`src/inc/hsc_pkg.sv`:
```
// shared constants and types for the hardware strap configuration decoder
package hsc_pkg;
    localparam int NUM_CH = 2;

    // flip-flop stages every strap bit passes before it is trusted
    localparam int SYNC_STAGES = 3;

    // transmit pattern select codes
    localparam logic [1:0] PAT_NORMAL    = 2'h0;
    localparam logic [1:0] PAT_ALL_ONES  = 2'h1;
    localparam logic [1:0] PAT_PRBS      = 2'h2;
    localparam logic [1:0] PAT_POWERDOWN = 2'h3;

    // loopback select codes
    localparam logic [1:0] LOOP_NONE    = 2'h0;
    localparam logic [1:0] LOOP_ANALOG  = 2'h1;
    localparam logic [1:0] LOOP_DIGITAL = 2'h2;
    localparam logic [1:0] LOOP_REMOTE  = 2'h3;

    // jitter attenuator select codes
    localparam logic [1:0] JA_OFF       = 2'h0;
    localparam logic [1:0] JA_RX_BROAD  = 2'h1;
    localparam logic [1:0] JA_RX_NARROW = 2'h2;
    localparam logic [1:0] JA_TX_NARROW = 2'h3;

    // jitter attenuator fifo depths in bits
    localparam logic [7:0] JA_DEPTH_SHORT = 8'h40;
    localparam logic [7:0] JA_DEPTH_LONG  = 8'h80;
    localparam logic [7:0] JA_DEPTH_NONE  = 8'h00;

    // monitor gain in dB
    localparam logic [4:0] MON_GAIN_LOW  = 5'h00;
    localparam logic [4:0] MON_GAIN_HIGH = 5'h1a;

    // debounce agreement state encodings, one-hot
    typedef enum logic [1:0] {
        SYNC_FILL = 2'b01,
        SYNC_RUN  = 2'b10
    } hsc_sync_state_t;
endpackage : hsc_pkg

```
`src/inc/hsc_strap_if.sv`:
```
// carrier for raw and synchronised strap bits between decoder modules
`timescale 1ns/1ps
`default_nettype none
interface hsc_strap_if #(parameter int W = 14);
    logic [W-1:0] raw;
    logic [W-1:0] clean;
    logic         valid;
    modport sync_side (input raw, output clean, output valid);
    modport user_side (output raw, input clean, input valid);
endinterface : hsc_strap_if
`default_nettype wire

```
`src/design/hsc_strap_sync.sv`:
```
// three-stage strap synchroniser with second/third stage agreement
`timescale 1ns/1ps
`default_nettype none
module hsc_strap_sync
    import hsc_pkg::*;
#(
    parameter int W = 14
)(
    // clock and reset
    input wire logic    clk,
    input wire logic    reset_n,
    // strap bits
    hsc_strap_if.sync_side s
);
    logic [W-1:0]    meta_q;
    logic [W-1:0]    s2_q;
    logic [W-1:0]    s3_q;
    logic [W-1:0]    clean_q;
    logic [SYNC_STAGES-1:0] fill_q;
    hsc_sync_state_t st_q;
    hsc_sync_state_t st_d;
    wire  [W-1:0]    agree    = ~(s2_q ^ s3_q);
    wire             filled   = fill_q[SYNC_STAGES-1];
    wire             run_w    = (st_q == SYNC_RUN);
    // stage three holds real pin levels only once the pipe has filled;
    // valid earlier would decode reset zeros and pulse the drivers on
    wire             load_all = (st_q == SYNC_FILL) && filled;

    always_comb
    begin
        st_d = st_q;
        case (st_q)
            SYNC_FILL:
                if (filled)
                    st_d = SYNC_RUN;
            SYNC_RUN:
                st_d = SYNC_RUN;
            default:
                st_d = SYNC_FILL;
        endcase
    end

    always_ff @(posedge clk)
    begin
        if (!reset_n)
        begin
            meta_q <= '0;
            s2_q   <= '0;
            s3_q   <= '0;
            fill_q <= '0;
            st_q   <= SYNC_FILL;
        end
        else
        begin
            meta_q <= s.raw;
            s2_q   <= meta_q;
            s3_q   <= s2_q;
            fill_q <= {fill_q[SYNC_STAGES-2:0], 1'b1};
            st_q   <= st_d;
        end
    end

    // after the one-cycle fill load, each bit updates only when stages two and three agree
    genvar i;
    generate
        for (i = 0; i < W; i++)
        begin : g_bit
            always_ff @(posedge clk)
            begin
                if (!reset_n)
                    clean_q[i] <= 1'b0;
                else if (load_all || (run_w && agree[i]))
                    clean_q[i] <= s3_q[i];
            end

            a_clean_hold: assert property (@(posedge clk) disable iff (!reset_n)
                run_w && !agree[i] |=> $stable(clean_q[i]))
                else $error("strap bit moved while sync stages disagreed");
        end
    endgenerate

    assign s.clean = clean_q;
    assign s.valid = (st_q == SYNC_RUN);
endmodule // hsc_strap_sync
`default_nettype wire

```
`src/design/hsc_strap_decoder.sv`:
```
// hardware control mode strap decoder for a two-channel line interface
`timescale 1ns/1ps
`default_nettype none
module hsc_strap_decoder
    import hsc_pkg::*;
(
    // clock and reset
    input  wire logic         clk,
    input  wire logic         reset_n,
    // strap pins
    input  wire logic [3:0]   tx_pattern_sel,
    input  wire logic [3:0]   loopback_sel,
    input  wire logic [1:0]   rx_monitor_gain_sel,
    input  wire logic [1:0]   jitter_atten_sel,
    input  wire logic         driver_hiz_ctl,
    input  wire logic         rx_clock_edge_sel,
    // per channel transmit controls
    output var  logic [1:0]   tx_send_all_ones,
    output var  logic [1:0]   tx_send_prbs,
    output var  logic [1:0]   tx_power_down,
    output var  logic [1:0]   tx_driver_oe,
    // per channel loopback and receive controls
    output var  logic [1:0]   loop_analog,
    output var  logic [1:0]   loop_digital,
    output var  logic [1:0]   loop_remote,
    output var  logic [1:0]   inband_loop_enable,
    output var  logic [9:0]   rx_monitor_gain_db,
    // global controls
    output var  logic         ja_enable,
    output var  logic         ja_in_tx_path,
    output var  logic         ja_narrow_bw,
    output var  logic [7:0]   ja_fifo_depth,
    output var  logic         rx_clock_falling,
    output var  logic         config_valid
);
    localparam int W = 14;

    hsc_strap_if #(.W(W)) sif ();

    assign sif.raw = {rx_clock_edge_sel, driver_hiz_ctl, jitter_atten_sel,
                      rx_monitor_gain_sel, loopback_sel, tx_pattern_sel};

    hsc_strap_sync #(.W(W)) u_sync (
        .clk     (clk),
        .reset_n (reset_n),
        .s       (sif.sync_side)
    );

    // synchronised fields
    wire [3:0] pat_s  = sif.clean[3:0];
    wire [3:0] loop_s = sif.clean[7:4];
    wire [1:0] mon_s  = sif.clean[9:8];
    wire [1:0] ja_s   = sif.clean[11:10];
    wire       hiz_s  = sif.clean[12];
    wire       edge_s = sif.clean[13];
    wire       ok_s   = sif.valid;

    // per channel decode
    logic [1:0] ones_d;
    logic [1:0] prbs_d;
    logic [1:0] pd_d;
    logic [1:0] oe_d;
    logic [1:0] la_d;
    logic [1:0] ld_d;
    logic [1:0] lr_d;
    logic [9:0] gain_d;

    genvar c;
    generate
        for (c = 0; c < NUM_CH; c++)
        begin : g_ch
            wire [1:0] p = pat_s[2*c +: 2];
            wire [1:0] l = loop_s[2*c +: 2];
            assign ones_d[c] = ok_s && (p == PAT_ALL_ONES);
            assign prbs_d[c] = ok_s && (p == PAT_PRBS);
            assign pd_d[c]   = ok_s && (p == PAT_POWERDOWN);
            // powered-down channel or global hiz drops the driver
            assign oe_d[c]   = ok_s && !hiz_s && (p != PAT_POWERDOWN);
            assign la_d[c]   = ok_s && (l == LOOP_ANALOG);
            assign ld_d[c]   = ok_s && (l == LOOP_DIGITAL);
            assign lr_d[c]   = ok_s && (l == LOOP_REMOTE);
            assign gain_d[5*c +: 5] = mon_s[c] ? MON_GAIN_HIGH : MON_GAIN_LOW;
        end
    endgenerate

    // global decode
    wire       ja_en_d  = ok_s && (ja_s != JA_OFF);
    wire       ja_tx_d  = ok_s && (ja_s == JA_TX_NARROW);
    wire       ja_nar_d = ok_s && (ja_s == JA_RX_NARROW || ja_s == JA_TX_NARROW);
    wire [7:0] depth_d  = !ja_en_d             ? JA_DEPTH_NONE  :
                          (ja_s == JA_RX_BROAD) ? JA_DEPTH_SHORT :
                                                  JA_DEPTH_LONG;

    always_ff @(posedge clk)
    begin
        if (!reset_n)
        begin
            tx_send_all_ones   <= '0;
            tx_send_prbs       <= '0;
            tx_power_down      <= '0;
            tx_driver_oe       <= '0;
            loop_analog        <= '0;
            loop_digital       <= '0;
            loop_remote        <= '0;
            inband_loop_enable <= '0;
            rx_monitor_gain_db <= '0;
            ja_enable          <= 1'b0;
            ja_in_tx_path      <= 1'b0;
            ja_narrow_bw       <= 1'b0;
            ja_fifo_depth      <= JA_DEPTH_NONE;
            rx_clock_falling   <= 1'b0;
            config_valid       <= 1'b0;
        end
        else
        begin
            tx_send_all_ones   <= ones_d;
            tx_send_prbs       <= prbs_d;
            tx_power_down      <= pd_d;
            tx_driver_oe       <= oe_d;
            loop_analog        <= la_d;
            loop_digital       <= ld_d;
            loop_remote        <= lr_d;
            // in-band loopback is never offered in strap mode
            inband_loop_enable <= '0;
            rx_monitor_gain_db <= gain_d;
            ja_enable          <= ja_en_d;
            ja_in_tx_path      <= ja_tx_d;
            ja_narrow_bw       <= ja_nar_d;
            ja_fifo_depth      <= depth_d;
            rx_clock_falling   <= ok_s && edge_s;
            config_valid       <= ok_s;
        end
    end

    // assertions
    a_pd_kills_driver: assert property (@(posedge clk) disable iff (!reset_n)
        tx_power_down[0] |-> !tx_driver_oe[0])
        else $error("powered down channel 0 still drives");
    a_hiz_both_off: assert property (@(posedge clk) disable iff (!reset_n)
        $past(hiz_s) && $past(ok_s) |-> tx_driver_oe == 2'b00)
        else $error("hiz did not disable both drivers");
    a_pattern_onehot: assert property (@(posedge clk) disable iff (!reset_n)
        $onehot0({tx_send_all_ones[1], tx_send_prbs[1], tx_power_down[1]}))
        else $error("channel 1 pattern outputs not exclusive");
    a_prbs_decode: assert property (@(posedge clk) disable iff (!reset_n)
        ok_s && pat_s[1:0] == PAT_PRBS |=> tx_send_prbs[0])
        else $error("prbs not selected on channel 0");
    a_ja_short_fifo: assert property (@(posedge clk) disable iff (!reset_n)
        ok_s && ja_s == JA_RX_BROAD |=> ja_fifo_depth == JA_DEPTH_SHORT && !ja_narrow_bw)
        else $error("broad attenuator setting wrong");
    a_ja_tx_path: assert property (@(posedge clk) disable iff (!reset_n)
        ja_in_tx_path |-> ja_enable && ja_narrow_bw && ja_fifo_depth == JA_DEPTH_LONG)
        else $error("transmit attenuator setting wrong");
    a_ja_off: assert property (@(posedge clk) disable iff (!reset_n)
        !ja_enable |-> ja_fifo_depth == JA_DEPTH_NONE)
        else $error("bypassed attenuator has depth");
    a_gain_select: assert property (@(posedge clk) disable iff (!reset_n)
        mon_s[1] |=> rx_monitor_gain_db[9:5] == MON_GAIN_HIGH)
        else $error("channel 1 monitor gain wrong");
    a_loop_remote: assert property (@(posedge clk) disable iff (!reset_n)
        ok_s && loop_s[3:2] == LOOP_REMOTE |=> loop_remote[1] && !loop_analog[1])
        else $error("channel 1 remote loopback wrong");
    a_no_inband: assert property (@(posedge clk) disable iff (!reset_n)
        inband_loop_enable == 2'b00)
        else $error("in-band loopback offered");
    a_edge_select: assert property (@(posedge clk) disable iff (!reset_n)
        ok_s && !edge_s |=> !rx_clock_falling)
        else $error("rising edge not selected");
    a_normal_data: assert property (@(posedge clk) disable iff (!reset_n)
        ok_s && pat_s[3:2] == PAT_NORMAL |=> !tx_send_all_ones[1] && !tx_send_prbs[1])
        else $error("channel 1 normal data disturbed");
endmodule // hsc_strap_decoder
`default_nettype wire

```
`config.mk`:
```
export PLATFORM = sky130hd
export DESIGN_NAME = hsc_strap_decoder
export DESIGN_NICKNAME = d
export VERILOG_FILES = /design/src/inc/hsc_pkg.sv /design/src/inc/hsc_strap_if.sv /design/src/design/hsc_strap_sync.sv /design/src/design/hsc_strap_decoder.sv
export SDC_FILE = /design/constraint.sdc
export NUM_CORES = 1
export LEC_CHECK = 0
export BUFFER_PORTS_ARGS = -buffer_cell sky130_fd_sc_hd__clkbuf_2
export CORE_ASPECT_RATIO = 1.1
export CORE_MARGIN = 4
export CORE_UTILIZATION = 45
export CTS_CLUSTER_DIAMETER = 200
export DETAILED_ROUTE_END_ITERATION = 10
export PLACE_DENSITY = 0.67
export SYNTH_ARGS = -nofsm -noshare
export SYNTH_HDL_FRONTEND = slang
export SYNTH_SLANG_ARGS = --single-unit
```
`constraint.sdc`:
```
create_clock -name clk -period 1.65 [get_ports clk]
set_input_delay 0.2475 -clock clk [delete_from_list [all_inputs] [get_ports clk]]
set_output_delay 0.2475 -clock clk [all_outputs]
set_load 0.1 [all_outputs]
```
==> After elaboration in Yosys (flattened, before gate mapping) <==
Cells that the tools add are included.
{ "op_classes": {"eq_ne": 20, "mux": 6, "bitwise": 2, "reduce_logical": 52} }
{ "op_table": {"columns": ["operator", "count"], "rows": [
  ["$logic_and 1x1->1", 34],
  ["$eq 2x2->1 const B", 11],
  ["$logic_or 1x1->1", 15],
  ["$not 14->14", 1],
  ["$xor 14x14->14", 1],
  ["$eq 2x1->1 const B", 6],
  ["$mux 5", 2],
  ["$mux 8", 1],
  ["$ne 2x2->1 const B", 2],
  ["$pmux 2 s2", 1],
  ["$mux 2", 1],
  ["$ne 2x1->1 const B", 1],
  ["$reduce_and 2->1", 1],
  ["$reduce_bool 2->1", 1],
  ["$logic_not 1->1", 1],
  ["$mux 1", 1]
]} }
{ "word_totals": {"ff_bits": 98, "input_bits": 16} }

==> Depth between registers and ports, before layout <==
Gate-level depths: netlist (run 1).
{ "logic_depth": {"word_depth": 4, "depth_mapped": 7, "ltp_nobuf": 6} }

==> By module <==
From an unflattened synthesis (run 1), not the netlist that was laid out.
{ "unflattened": {"cells_unflattened": 265, "area_unflattened_um2": 2884.0} }
{ "modules_own_cells": {"columns": ["module", "n_inst", "cells_per_inst", "area_per_inst_um2", "seq_area_each_um2"], "rows": [
  ["hsc_strap_sync", 1, 199, 2080.7, 1221.2],
  ["hsc_strap_decoder", 1, 66, 803.3, 460.4]
]} }

==> Least setup slack after synthesis (run 1) <==
No wires, ideal clock.
{ "synth_timing": {"path_type": "register to output", "from": "register rx_monitor_gain_db[4] (netlist name)", "to": "output port rx_monitor_gain_db[3]", "arrival_ns": 1.374, "required_time_ns": 1.402, "setup_slack_ns": 0.028, "stages_incl_launch_ff": 2, "cell_sequence": "dfxtp_1 -> buf_4"} }
{ "synth_lines": {"columns": ["element", "line_no", "rtl"], "rows": [
  ["end: declaration", "hsc_strap_decoder.sv:27", "output var logic [9:0] rx_monitor_gain_db,"]
]} }

==> out/results.txt, run 1 <==
In the final layout, flip-flops and latches occupy 1682 um^2. A synthesized cell averages 10.92 um^2. In this run the clock root is driven by a sky130_fd_sc_hd__clkbuf_8. The initial utilization of the core area, before any placement, comes to 46.99%. The repair_antennas step left the layout with diodes totalling 0. After legalization and detailed placement, the total HPWL measured 2.977 mm. The final total power came out at 4045 uW. The total of cells resized after clock tree synthesis was 0.

After floorplanning, the core was divided into 30 placement rows. After detailed routing, the number of remaining DRC violations is 0. The die span in x came out at 84.91 um. Net switching is 29.45% of the power. The tools report the cell area after placement as 3120 um^2.

The area growth from synthesis to layout is 12.61%. The count of final hold-check violations came out at 0. The count of clock tree sinks came out at 84.

After clock tree synthesis, the setup repair step added 0 buffers. Setup total negative slack on the finished layout was measured at 0 ns. The clock insertion delay at the later pin of the skew report is 0.35 ns, and the per-cell via count in the routed design is 4.628.

Summed over all nets, the switching power comes to 1191 uW. In this run the worst path has a maximum fanout of 3. The synthesized area is 2928 um^2.

The clock arrives with 0.01028 ns of skew. The share of power burned in registers was 52.9%. Clock-pin slew was measured on the worst setup and hold paths at 0.08 ns. In this run, the clock network consumes 31.4% of the power. The max-slew violation total from the final report is 0. The number of synthesized register bits came out at 84.

The run gives 55 as the count of boundary I/O pins. The number of instances in the synthesized netlist is 268, and the detailed-route via count is 1814. The number of warnings issued by yosys is 0, and the number of cells in the finished layout apart from fillers is 392. The flow ran to the end, and the final reports show no timing, DRC or antenna violations.

Counting tap cells, the placed design contains a total of 376 instances. Number of buffers and inverters on the critical path: 1. The area of the core came out at 6231 um^2. The number of levels in the clock H-tree was 3. Traced cell by cell, the critical path runs through clkbuf_2. TritonCTS built the clock tree. The longest individual stage delay on the worst path came out at 0.46 ns.

The run gives 3297 um^2 as the design area. After synthesis, the cell types taking the most area are sky130_fd_sc_hd__dfxtp_1 57%, sky130_fd_sc_hd__and2_1 9.8%, sky130_fd_sc_hd__buf_4 4.4%. The first global-routing pass estimated 7.652 mm of wire.

VDD sags by at most 0.0007261 V. Cell internal power was estimated by the tool at 2854 uW. During placement, the flow inserted port buffers numbering 42. The count of distinct cell types in the synthesized netlist came out at 27. For the data required time at the worst endpoint, the log shows 1.40 ns. The leakage power figure is 0.001383 uW. The tools report the detailed-router iteration count before antenna repair as 4. The run gives 2 as the maximum root-to-sink buffer count. By startpoint and endpoint, the worst setup path is classified as flip-flop to output pin. The floorplan step set the die height to 92.60 um.

The multi-input gate area in the final layout is 1062 um^2, and the aggregate global-route resource usage is 12.60%. The area enclosed by the die boundary is 7862 um^2, and the slew of the pin with the lowest slew margin is 0.5456 ns. Setup repair after global routing left no endpoint under its margin.

For this run, the post-layout net count is 326. Timing would allow up to 711.9 MHz. The tools report the via count of the first global-routing pass as 1665. The final period demand of the worst path is 1.405 ns, and the area share of the leading cell type in the synthesized netlist is 57.44%.

The tightest min-delay check is of the primary input to flip-flop type. The total power density per cell area is 1227 nW/um^2, and the layout cell share with drive strength beyond 1 is 26.92%. STA classifies the critical path endpoint as an output pin. Of the available clock period, the critical path in the final layout requires 85.13%. The tools report the number of max-cap violations as 0. The synthesized design spends more area on one cell type than any other, namely sky130_fd_sc_hd__dfxtp_1.

Once detail routing completed, the nets flagged for antenna violations numbered 0. The top cell types in the final layout, fill and taps aside, are 84 x sky130_fd_sc_hd__dfxtp_1, 46 x sky130_fd_sc_hd__and2_1, 42 x sky130_fd_sc_hd__clkbuf_2, 15 x sky130_fd_sc_hd__nand2b_1. Setup violations remaining at the end of the flow were counted as 0.

The congestion estimate from routability-driven global placement came to 0.7005. STA classifies the critical path startpoint as a flip-flop. The most common cell after layout, fill and taps aside was sky130_fd_sc_hd__dfxtp_1.

In this run the tightest slew margin relative to its limit is 63.78%. Fill cells in the final layout number 597. On the critical path the largest part of the delay comes from buffers and inverters. Wires add up to 4.536 mm. The tools report the DRC violation total after the first TritonRoute iteration as 55. The largest net degree at the start of global routing was 62. The number of buffers inserted by hold repair at cts was 0; the part of the Yosys area used for sequential elements was 57.44%. The standard cell with the maximum stage delay on the critical path was sky130_fd_sc_hd__clkbuf_2. Share of power burned in combinational logic: 15.7%. The number of clock buffers added by TritonCTS is 9. In the final routed layout, each cell accounts on average for 11.57 um.

Data arrives at the worst endpoint at 1.16 ns. The logs give 0 for the initial antenna violation count and 0 for the overflow left after global routing.
[cell usage after synthesis]
cell type / instances
sky130_fd_sc_hd__o21ai_0: 14
sky130_fd_sc_hd__buf_2: 8
sky130_fd_sc_hd__clkbuf_1: 1
sky130_fd_sc_hd__and4_1: 1
sky130_fd_sc_hd__and2_1: 46
sky130_fd_sc_hd__nand2b_1: 15
sky130_fd_sc_hd__inv_1: 2
sky130_fd_sc_hd__buf_12: 1
sky130_fd_sc_hd__o211ai_1: 1
sky130_fd_sc_hd__buf_6: 2
sky130_fd_sc_hd__o211a_1: 1
sky130_fd_sc_hd__a211oi_1: 6
sky130_fd_sc_hd__nand2_1: 6
sky130_fd_sc_hd__buf_4: 17
sky130_fd_sc_hd__nor3b_1: 5
sky130_fd_sc_hd__a211oi_2: 10
sky130_fd_sc_hd__dfxtp_1: 84
sky130_fd_sc_hd__a21oi_1: 14
sky130_fd_sc_hd__and2_4: 1
sky130_fd_sc_hd__conb_1: 1
sky130_fd_sc_hd__nor3_1: 5
sky130_fd_sc_hd__inv_2: 1
sky130_fd_sc_hd__and3_1: 7
sky130_fd_sc_hd__nor3_2: 9
sky130_fd_sc_hd__nand2_4: 1
sky130_fd_sc_hd__ha_1: 3
sky130_fd_sc_hd__nor2_1: 6
[cell families (layout without fill, tap and decap cells)]
group | count (synthesis) | count (layout) | synth area share (%)
and+or+nand+nor | 102 | 102 | 22.27
DFF | 84 | 84 | 57.44
other | 1 | 12 | 0.1281
adders and majority gates | 3 | 3 | 1.282
AOI/OAI and AO/OA | 46 | 46 | 11.20
buffers and inverters | 32 | 65 | 7.692
[worst paths after layout]
| check | startpoint | to | slack [ns] | depth (start not counted) |
|---|---|---|---|---|
| setup / recovery | rx_monitor_gain_db[8]$_SDFF_PN0_ | rx_monitor_gain_db[9] | 0.25 | 1 |
| hold / removal | loopback_sel[1] | u_sync.meta_q[5]$_SDFF_PN0_ | 0.10 | 2 |
| hold reg to reg | u_sync.fill_q[1]$_SDFF_PN0_ | u_sync.fill_q[2]$_SDFF_PN0_ | 0.43 | 1 |
| setup reg to reg | u_sync.st_q[1]$_SDFFE_PN0P_ | u_sync.s.clean[3]$_SDFFE_PN0P_ | 0.32 | 5 |
[metrics by stage]
step	setup slack (ns)	hold WS (ns)	util, %
2_1_floorplan	0.02831	0.2752	-
5_1_grt	0.1670	0.07020	52.91
3_3_place_gp	0.3913	0.4135	50.08
4_1_cts	0.2222	0.07931	52.91
6_report	0.2453	0.1024	52.91
3_5_place_dp	0.3297	0.4184	50.08
[sequential cells by signal, indices dropped and copies added, names as in the netlist, 3 cells and up]
name and cells:
u_sync.s3_q 14, u_sync.s2_q 14, u_sync.s.clean 14, u_sync.meta_q 14
u_sync.fill_q 3
[cell type report]
class	instances	area share, %
Sequential cell	84	51.01
Timing Repair Buffer	46	8.046
Inverter	3	0.3416
Multi-Input combinational cell	163	32.22
Clock buffer	9	3.757
Clock inverter	7	1.594
Tap cell	80	3.036
[power groups by stage]
stage               clock network (uW)  registers [uW]  logic (uW)
floorplan                            0            2250         504
global placement                     0            2190         622
detailed placement                   0            2190         639
CTS                               1320            2140         640
global route                      1400            2150         693
finish                            1270            2140         634
[layer usage]
metal	part of all wire, %	global-route usage (%)	up-vias
met5	0	0	-
met4	2.7	8.443	0
met1	47	15.37	805
li1	-	-	942
met2	42	18.47	58
met3	7.6	4.537	9
Note: power is estimated with default switching activity, not from simulation.
==> run 2: changes to the inputs <==
Settings changed: CAP_MARGIN set to 0, CORE_UTILIZATION 45 to 30, PLACE_DENSITY 0.67 to not set.
==> run 2 against run 1 <==
Effect of this change: sequential cell count is the same; fmax increased by 0.57%; cell count increased by 9.7%; critical path type unchanged.
==> out/results.txt, run 2 (synthesis results as in run 1) <==
Setup repair after global routing left no endpoint under its margin. The maximum clock frequency was 716.0 MHz (+0.57%). The leakage power figure is 0.001401 uW (+1.3%). The buffer count from post-CTS setup fixing is 0 (unchanged).

The maximum root-to-sink buffer count was 2 (unchanged); the wire length per cell was 11.43 um (-1.2%). The run gives 0.2533 ns (+0.007957 ns) as the worst setup margin. The total power density per cell area is 1214 nW/um^2 (-1.1%), and the via count of the first global-routing pass is 1767 (+6.1%). Area enclosed by the die boundary: 11410 um^2 (+45%).

The run finished with clean final reports. The number of I/O port buffers works out to 42 (unchanged). Traced cell by cell, the critical path runs through clkbuf_2. For the number of DRC violations after detailed routing, the log shows 0 (unchanged). The launch point of the worst reg-to-reg path was u_sync.st_q[1]$_SDFFE_PN0P_.

Compared with the post-synthesis result, the final layout area differs by 14.96%. The tree is rooted in a sky130_fd_sc_hd__clkbuf_8. The DRC violation total after the first TritonRoute iteration is 62 (+13%), and the count of boundary I/O pins is 55 (unchanged). The tools report the data required time at the worst endpoint as 1.40 ns (about the same). The tools report the detailed-route via count as 1833 (+1.0%). The final clock period utilization by the worst path was 84.65% (-0.48 points); the die span in x was 102.2 um (+20%). The number of nets in the finished design came out at 327 (+0.31%). The tools report the initial antenna violation count as 0 (unchanged). The run gives 0 (unchanged) as the overflow left after global routing. The count of clock tree sinks is 84 (unchanged), and the peak fanout along the critical path is 3 (unchanged). The logs give 4 (unchanged) for the detailed-router iteration count before antenna repair and 9444 um^2 (+52%) for the area of the core. The source of the critical timing path is rx_monitor_gain_db[4]$_SDFF_PN0_.

The setup path with the least slack is of type flip-flop to output pin. The final antenna-violating net count came out at 0 (unchanged). The first-pass GRT wire length came out at 8.004 mm (+4.6%). The largest net degree at the start of global routing was 32 (-48%). The headroom to the max-slew limit was 63.79% (about the same); the longest individual stage delay on the worst path was 0.46 ns (about the same). In this run the most critical hold path is launched from rx_monitor_gain_sel[0]. The register clock-pin slew on the reported worst setup and hold paths was 0.08 ns (about the same); the post-detailed-placement half-perimeter wirelength was 3.394 mm (+14%).

The total of cells resized after clock tree synthesis came out at 0 (unchanged). The worst ir drop on vdd is 0.0004155 V (-43%). For the count of final hold-check violations, the log shows 0 (unchanged). The library cell used most frequently in the layout, excluding fill and tap cells, is sky130_fd_sc_hd__dfxtp_1. The logs give 35.64% (-17 points) for the post-route core utilization and 8.861% (-3.7 points) for the aggregate global-route resource usage. The library cells used most frequently in the layout, excluding fill and tap cells, are 84 x sky130_fd_sc_hd__dfxtp_1, 46 x sky130_fd_sc_hd__and2_1, 42 x sky130_fd_sc_hd__clkbuf_2, 15 x sky130_fd_sc_hd__nand2b_1. The arrival time reported for the critical path endpoint was 1.15 ns (about the same); the final total power was 4086 uW (+1.0%). The standard cell with the maximum stage delay on the critical path is sky130_fd_sc_hd__clkbuf_2.

The tools report the number of setup violations in the final report as 0 (unchanged). The number of max-cap violations was 0 (unchanged). The tools report the routability congestion estimate as 0.7082 (+1.1%). The number of cells in the finished layout apart from fillers came out at 430 (+9.7%).

The number of antenna repair diodes was 0 (unchanged); the post-detailed-routing wire length was 4.917 mm (+8.4%). The max-slew violation total from the final report is 0 (unchanged). Initial cell density of the core: 31.00% (-16 points). The final period demand of the worst path came out at 1.397 ns (-0.007957 ns).

The number of buffers and inverters on the critical path is 1 (unchanged), and the number of CTS-inserted buffers is 9 (unchanged). For the cell total after placement, the log shows 414 (+10%). Element type at the critical path start: a flip-flop. The vertical die dimension is 111.6 um (+21%), and the per-cell via count in the routed design is 4.263 (-7.9%).

The number of buffers inserted by hold repair at cts is 0 (unchanged), and the slew of the pin with the lowest slew margin is 0.5455 ns (-0.00002933 ns). The critical path's top delay family was buffers and inverters. The worst clock skew on the final layout is 0.004921 ns (-0.005362 ns).

The worst setup path is captured at an output pin. The run gives 0.34 ns (about the same) as the clock insertion delay at the later pin of the skew report. The tools report the number of levels in the clock H-tree as 3 (unchanged).

TritonCTS built the clock tree. Layout cell share with drive strength beyond 1: 26.84% (-0.086 points). The tools report the number of cell rows as 37 (+23%).

The sum of negative setup slack came out at 0 ns (unchanged). The tools report the setup slack after placement as 0.3225 ns (-0.007183 ns). The tightest min-delay check is of the primary input to flip-flop type.
run 2: report_power, final:
| group | total [uW] | internal [uW] | leakage [uW] | switching, uW |
|---|---|---|---|---|
| registers | 2140 | 2100 | 0.000685 | 40.0 |
| clock network | 1290 | 625 | 0.0000961 | 669 |
| logic | 650 | 208 | 0.000619 | 442 |
| total | 4090 | 2930 | 0.00140 | 1150 |
run 2: area by class of cell:
class / instances / area (um^2)
Timing Repair Buffer: 47 / 285.3
Inverter: 3 / 11.26
Clock inverter: 4 / 23.77
Tap cell: 117 / 146.4
Clock buffer: 12 / 155.1
Fill cell: 969 / 6078
Sequential cell: 84 / 1682
Multi-Input combinational cell: 163 / 1062
run 2: worst paths after layout:
check             slack, ns  depth (start not counted)                        endpoint
setup / recovery       0.25                          1           rx_monitor_gain_db[4]
hold / removal         0.11                          2     u_sync.meta_q[8]$_SDFF_PN0_
setup reg to reg       0.31                          6  u_sync.s.clean[5]$_SDFFE_PN0P_
hold reg to reg        0.43                          1       u_sync.s2_q[5]$_SDFF_PN0_
run 2: per-stage QoR:
stage	cell area, um^2	hold slack, ns
finish	3366	0.1112
detailed placement	3187	0.4177
global placement	3187	0.4134
floorplan	2969	0.2752
global route	3366	0.08808
CTS	3366	0.09433
run 2: layer usage:
metal / wire length [um] / vias up / track usage [%] / share of wire [%]
met5: 0 / - / 0 / 0
met1: 2396 / 842 / 11.34 / 49
met3: 299 / 7 / 3.258 / 6.1
met2: 2137 / 41 / 13.26 / 43
li1: - / 943 / - / -
met4: 84 / 0 / 3.937 / 1.7
==> run 3: changes to the inputs <==
Clock period 1.65 ns to 1.4 ns, I/O delays scaled along.
==> run 3 against run 2 <==
Effect of this change: design area grew 0.67%; sequential share of layout area fell by 0.26 points; worst hold slack lost 0.056 ns; cell count unchanged; routed wire length fell by 1.6%; via count fell by 1.3%; critical path depth stayed put; first-iteration DRC count is 15% higher; clock power grew 21%; largest cell class unchanged; clock skew is 0.0052 ns higher; critical endpoint unchanged; critical path type unchanged; power rose by 19%; sequential cell count unchanged.
==> out/results.txt, run 3 (synthesis results as in run 1) <==
The number of fill cells in the layout was 980 (+1.1%). The detailed-router iteration count before antenna repair is 4 (unchanged), and the number of I/O port buffers is 42 (unchanged). The register clock-pin slew on the reported worst setup and hold paths is 0.09 ns (about the same), and the total area of sequential cells is 1684 um^2 (+0.15%). The tools report the element type at the critical path start as a flip-flop. The final antenna-violating net count was 0 (unchanged); the count of final hold-check violations was 0 (unchanged).

The maximum clock frequency is 747.6 MHz, and the largest net degree at the start of global routing is 32 (unchanged). The logs give 0 (unchanged) for the number of DRC violations after detailed routing and 37 (unchanged) for the number of cell rows. The longest individual stage delay on the worst path works out to 0.45 ns (about the same). The maximum root-to-sink buffer count came out at 2 (unchanged). Clock tree synthesis selected as its root buffer the cell sky130_fd_sc_hd__clkbuf_8.

Number of buffers and inverters on the critical path: 1 (unchanged). The tools report the leakage power figure as 0.001390 uW (-0.79%). The run gives 0 (unchanged) as the buffer count from post-CTS setup fixing. The die span in x is 102.2 um (unchanged). For the worst ir drop on vdd, the log shows 0.0005882 V (+42%). The routability congestion estimate is 0.7037 (-0.64%), and the final clock period utilization by the worst path is 95.55%.

Setup repair after global routing left no endpoint under its margin. The post-route core utilization is 35.88% (+0.24 points), and the headroom to the max-slew limit is 63.76% (about the same). The initial antenna violation count came out at 0 (unchanged). The logs give 71 (+15%) for the DRC violation total after the first TritonRoute iteration and 0 ns (unchanged) for the sum of negative setup slack. The post-detailed-routing wire length came out at 4.839 mm (-1.6%).

The wire length per cell was 11.25 um (-1.6%); the area enclosed by the die boundary was 11410 um^2 (unchanged). The number of max-cap violations came out at 0 (unchanged). Compared with the post-synthesis result, the final layout area differs by 15.73%. The tools report the data required time at the worst endpoint as 1.19 ns (-0.21 ns). The total power density per cell area works out to 1439 nW/um^2 (+19%). In this design, the largest share of critical-path delay is due to buffers and inverters. Setup slack after placement: 0.06891 ns (-0.2536 ns). The logs give 0.06236 ns (-0.1909 ns) for the worst setup margin and 9444 um^2 (unchanged) for the area of the core. Final period demand of the worst path: 1.338 ns. Worst-case hold slack: 0.05562 ns (-0.05554 ns).

The arrival time reported for the critical path endpoint came out at 1.13 ns (-0.02 ns). In the layout the commonest cells are 82 x sky130_fd_sc_hd__dfxtp_1, 46 x sky130_fd_sc_hd__and2_1, 41 x sky130_fd_sc_hd__clkbuf_2, 15 x sky130_fd_sc_hd__nand2b_1. Count of clock tree sinks: 84 (unchanged). The run gives 31.00% (unchanged) as the initial cell density of the core. The first-pass GRT wire length was 8.017 mm (+0.16%); the worst clock skew on the final layout was 0.01015 ns (+0.005230 ns).

The run finished with clean final reports. The multi-input gate area in the final layout was 1065 um^2 (+0.24%). The critical path in this run is classified as flip-flop to output pin. The post-detailed-placement half-perimeter wirelength is 3.281 mm (-3.3%), and the layout cell share with drive strength beyond 1 is 28.12% (+1.3 points).

TritonCTS built the clock tree. The per-cell via count in the routed design came out at 4.207 (-1.3%). For the number of setup violations in the final report, the log shows 0 (unchanged).

The logs give 1809 (-1.3%) for the detailed-route via count and 1741 (-1.5%) for the via count of the first global-routing pass. The number of levels in the clock H-tree was 3 (unchanged); the peak fanout along the critical path was 3 (unchanged). The slew of the pin with the lowest slew margin works out to 0.5459 ns (+0.0004129 ns). Number of nets in the finished design: 327 (unchanged). The run gives 0 (unchanged) as the number of antenna repair diodes.

The vertical die dimension is 111.6 um (unchanged). Leaving out fill and tap cells, the most frequent cell in the layout is sky130_fd_sc_hd__dfxtp_1. The tightest min-delay check is of the primary input to flip-flop type. Walking the worst path, the cells encountered are clkbuf_2. The aggregate global-route resource usage was 8.876% (+0.015 points).

For this design, the slowest cell found on the critical path is sky130_fd_sc_hd__clkbuf_2. The element type at the critical path end was an output pin. The logs give 0.35 ns (about the same) for the clock insertion delay at the later pin of the skew report and 55 (unchanged) for the count of boundary I/O pins. The run gives 0 (unchanged) as the max-slew violation total from the final report.

The number of CTS-inserted buffers came out at 9 (unchanged). The overflow left after global routing was 0 (unchanged).
==> run 3: area by class of cell <==
type,instances,share of cell area [%]
multi-input combinational,163,31.43
timing repair buffer,47,8.641
sequential,84,49.70
clock inverter,6,1.440
clock buffer,10,4.062
inverter,3,0.4062
tap,117,4.321
==> run 3: power by group <==
part           switching [uW]  internal (uW)
Clock                     858            703
Sequential               48.8           2480
Combinational             527            260
==> run 3: worst paths after layout <==
kind	slack, ns	startpoint	to	cells after the start
worst max-delay path	0.06	rx_monitor_gain_db[4]$_SDFF_PN0_	rx_monitor_gain_db[4]	1
worst max register to register	0.11	u_sync.st_q[1]$_SDFFE_PN0P_	u_sync.s.clean[13]$_SDFFE_PN0P_	5
worst min-delay path	0.06	loopback_sel[1]	u_sync.meta_q[5]$_SDFF_PN0_	2
worst min register to register	0.43	u_sync.meta_q[2]$_SDFF_PN0_	u_sync.s2_q[2]$_SDFF_PN0_	1
==> run 3: routing by layer <==
metal | vias to the layer above | global-route usage (%) | routed length (um) | share of wire [%]
met2 | 44 | 12.83 | 2029 | 42
li1 | 947 | - | - | -
met3 | 14 | 2.444 | 278 | 5.7
met5 | - | 0 | 0 | 0
met4 | 0 | 5.512 | 144 | 3.0
met1 | 804 | 11.58 | 2386 | 49
==> run 3: per-stage QoR <==
step | cell area [um^2] | instances | power [uW]
3_3_place_gp | 3172 | 413 | 3305
5_1_grt | 3388 | 430 | 5129
4_1_cts | 3358 | 429 | 4928
6_report | 3388 | 430 | 4875
3_5_place_dp | 3172 | 413 | 3333
2_1_floorplan | 2972 | 279 | 3245
==> run 3: what timing repair did <==
action	in CTS	in global routing
hold buffers	0	0
gates resized for setup	0	2
endpoints found under the setup margin	0	3
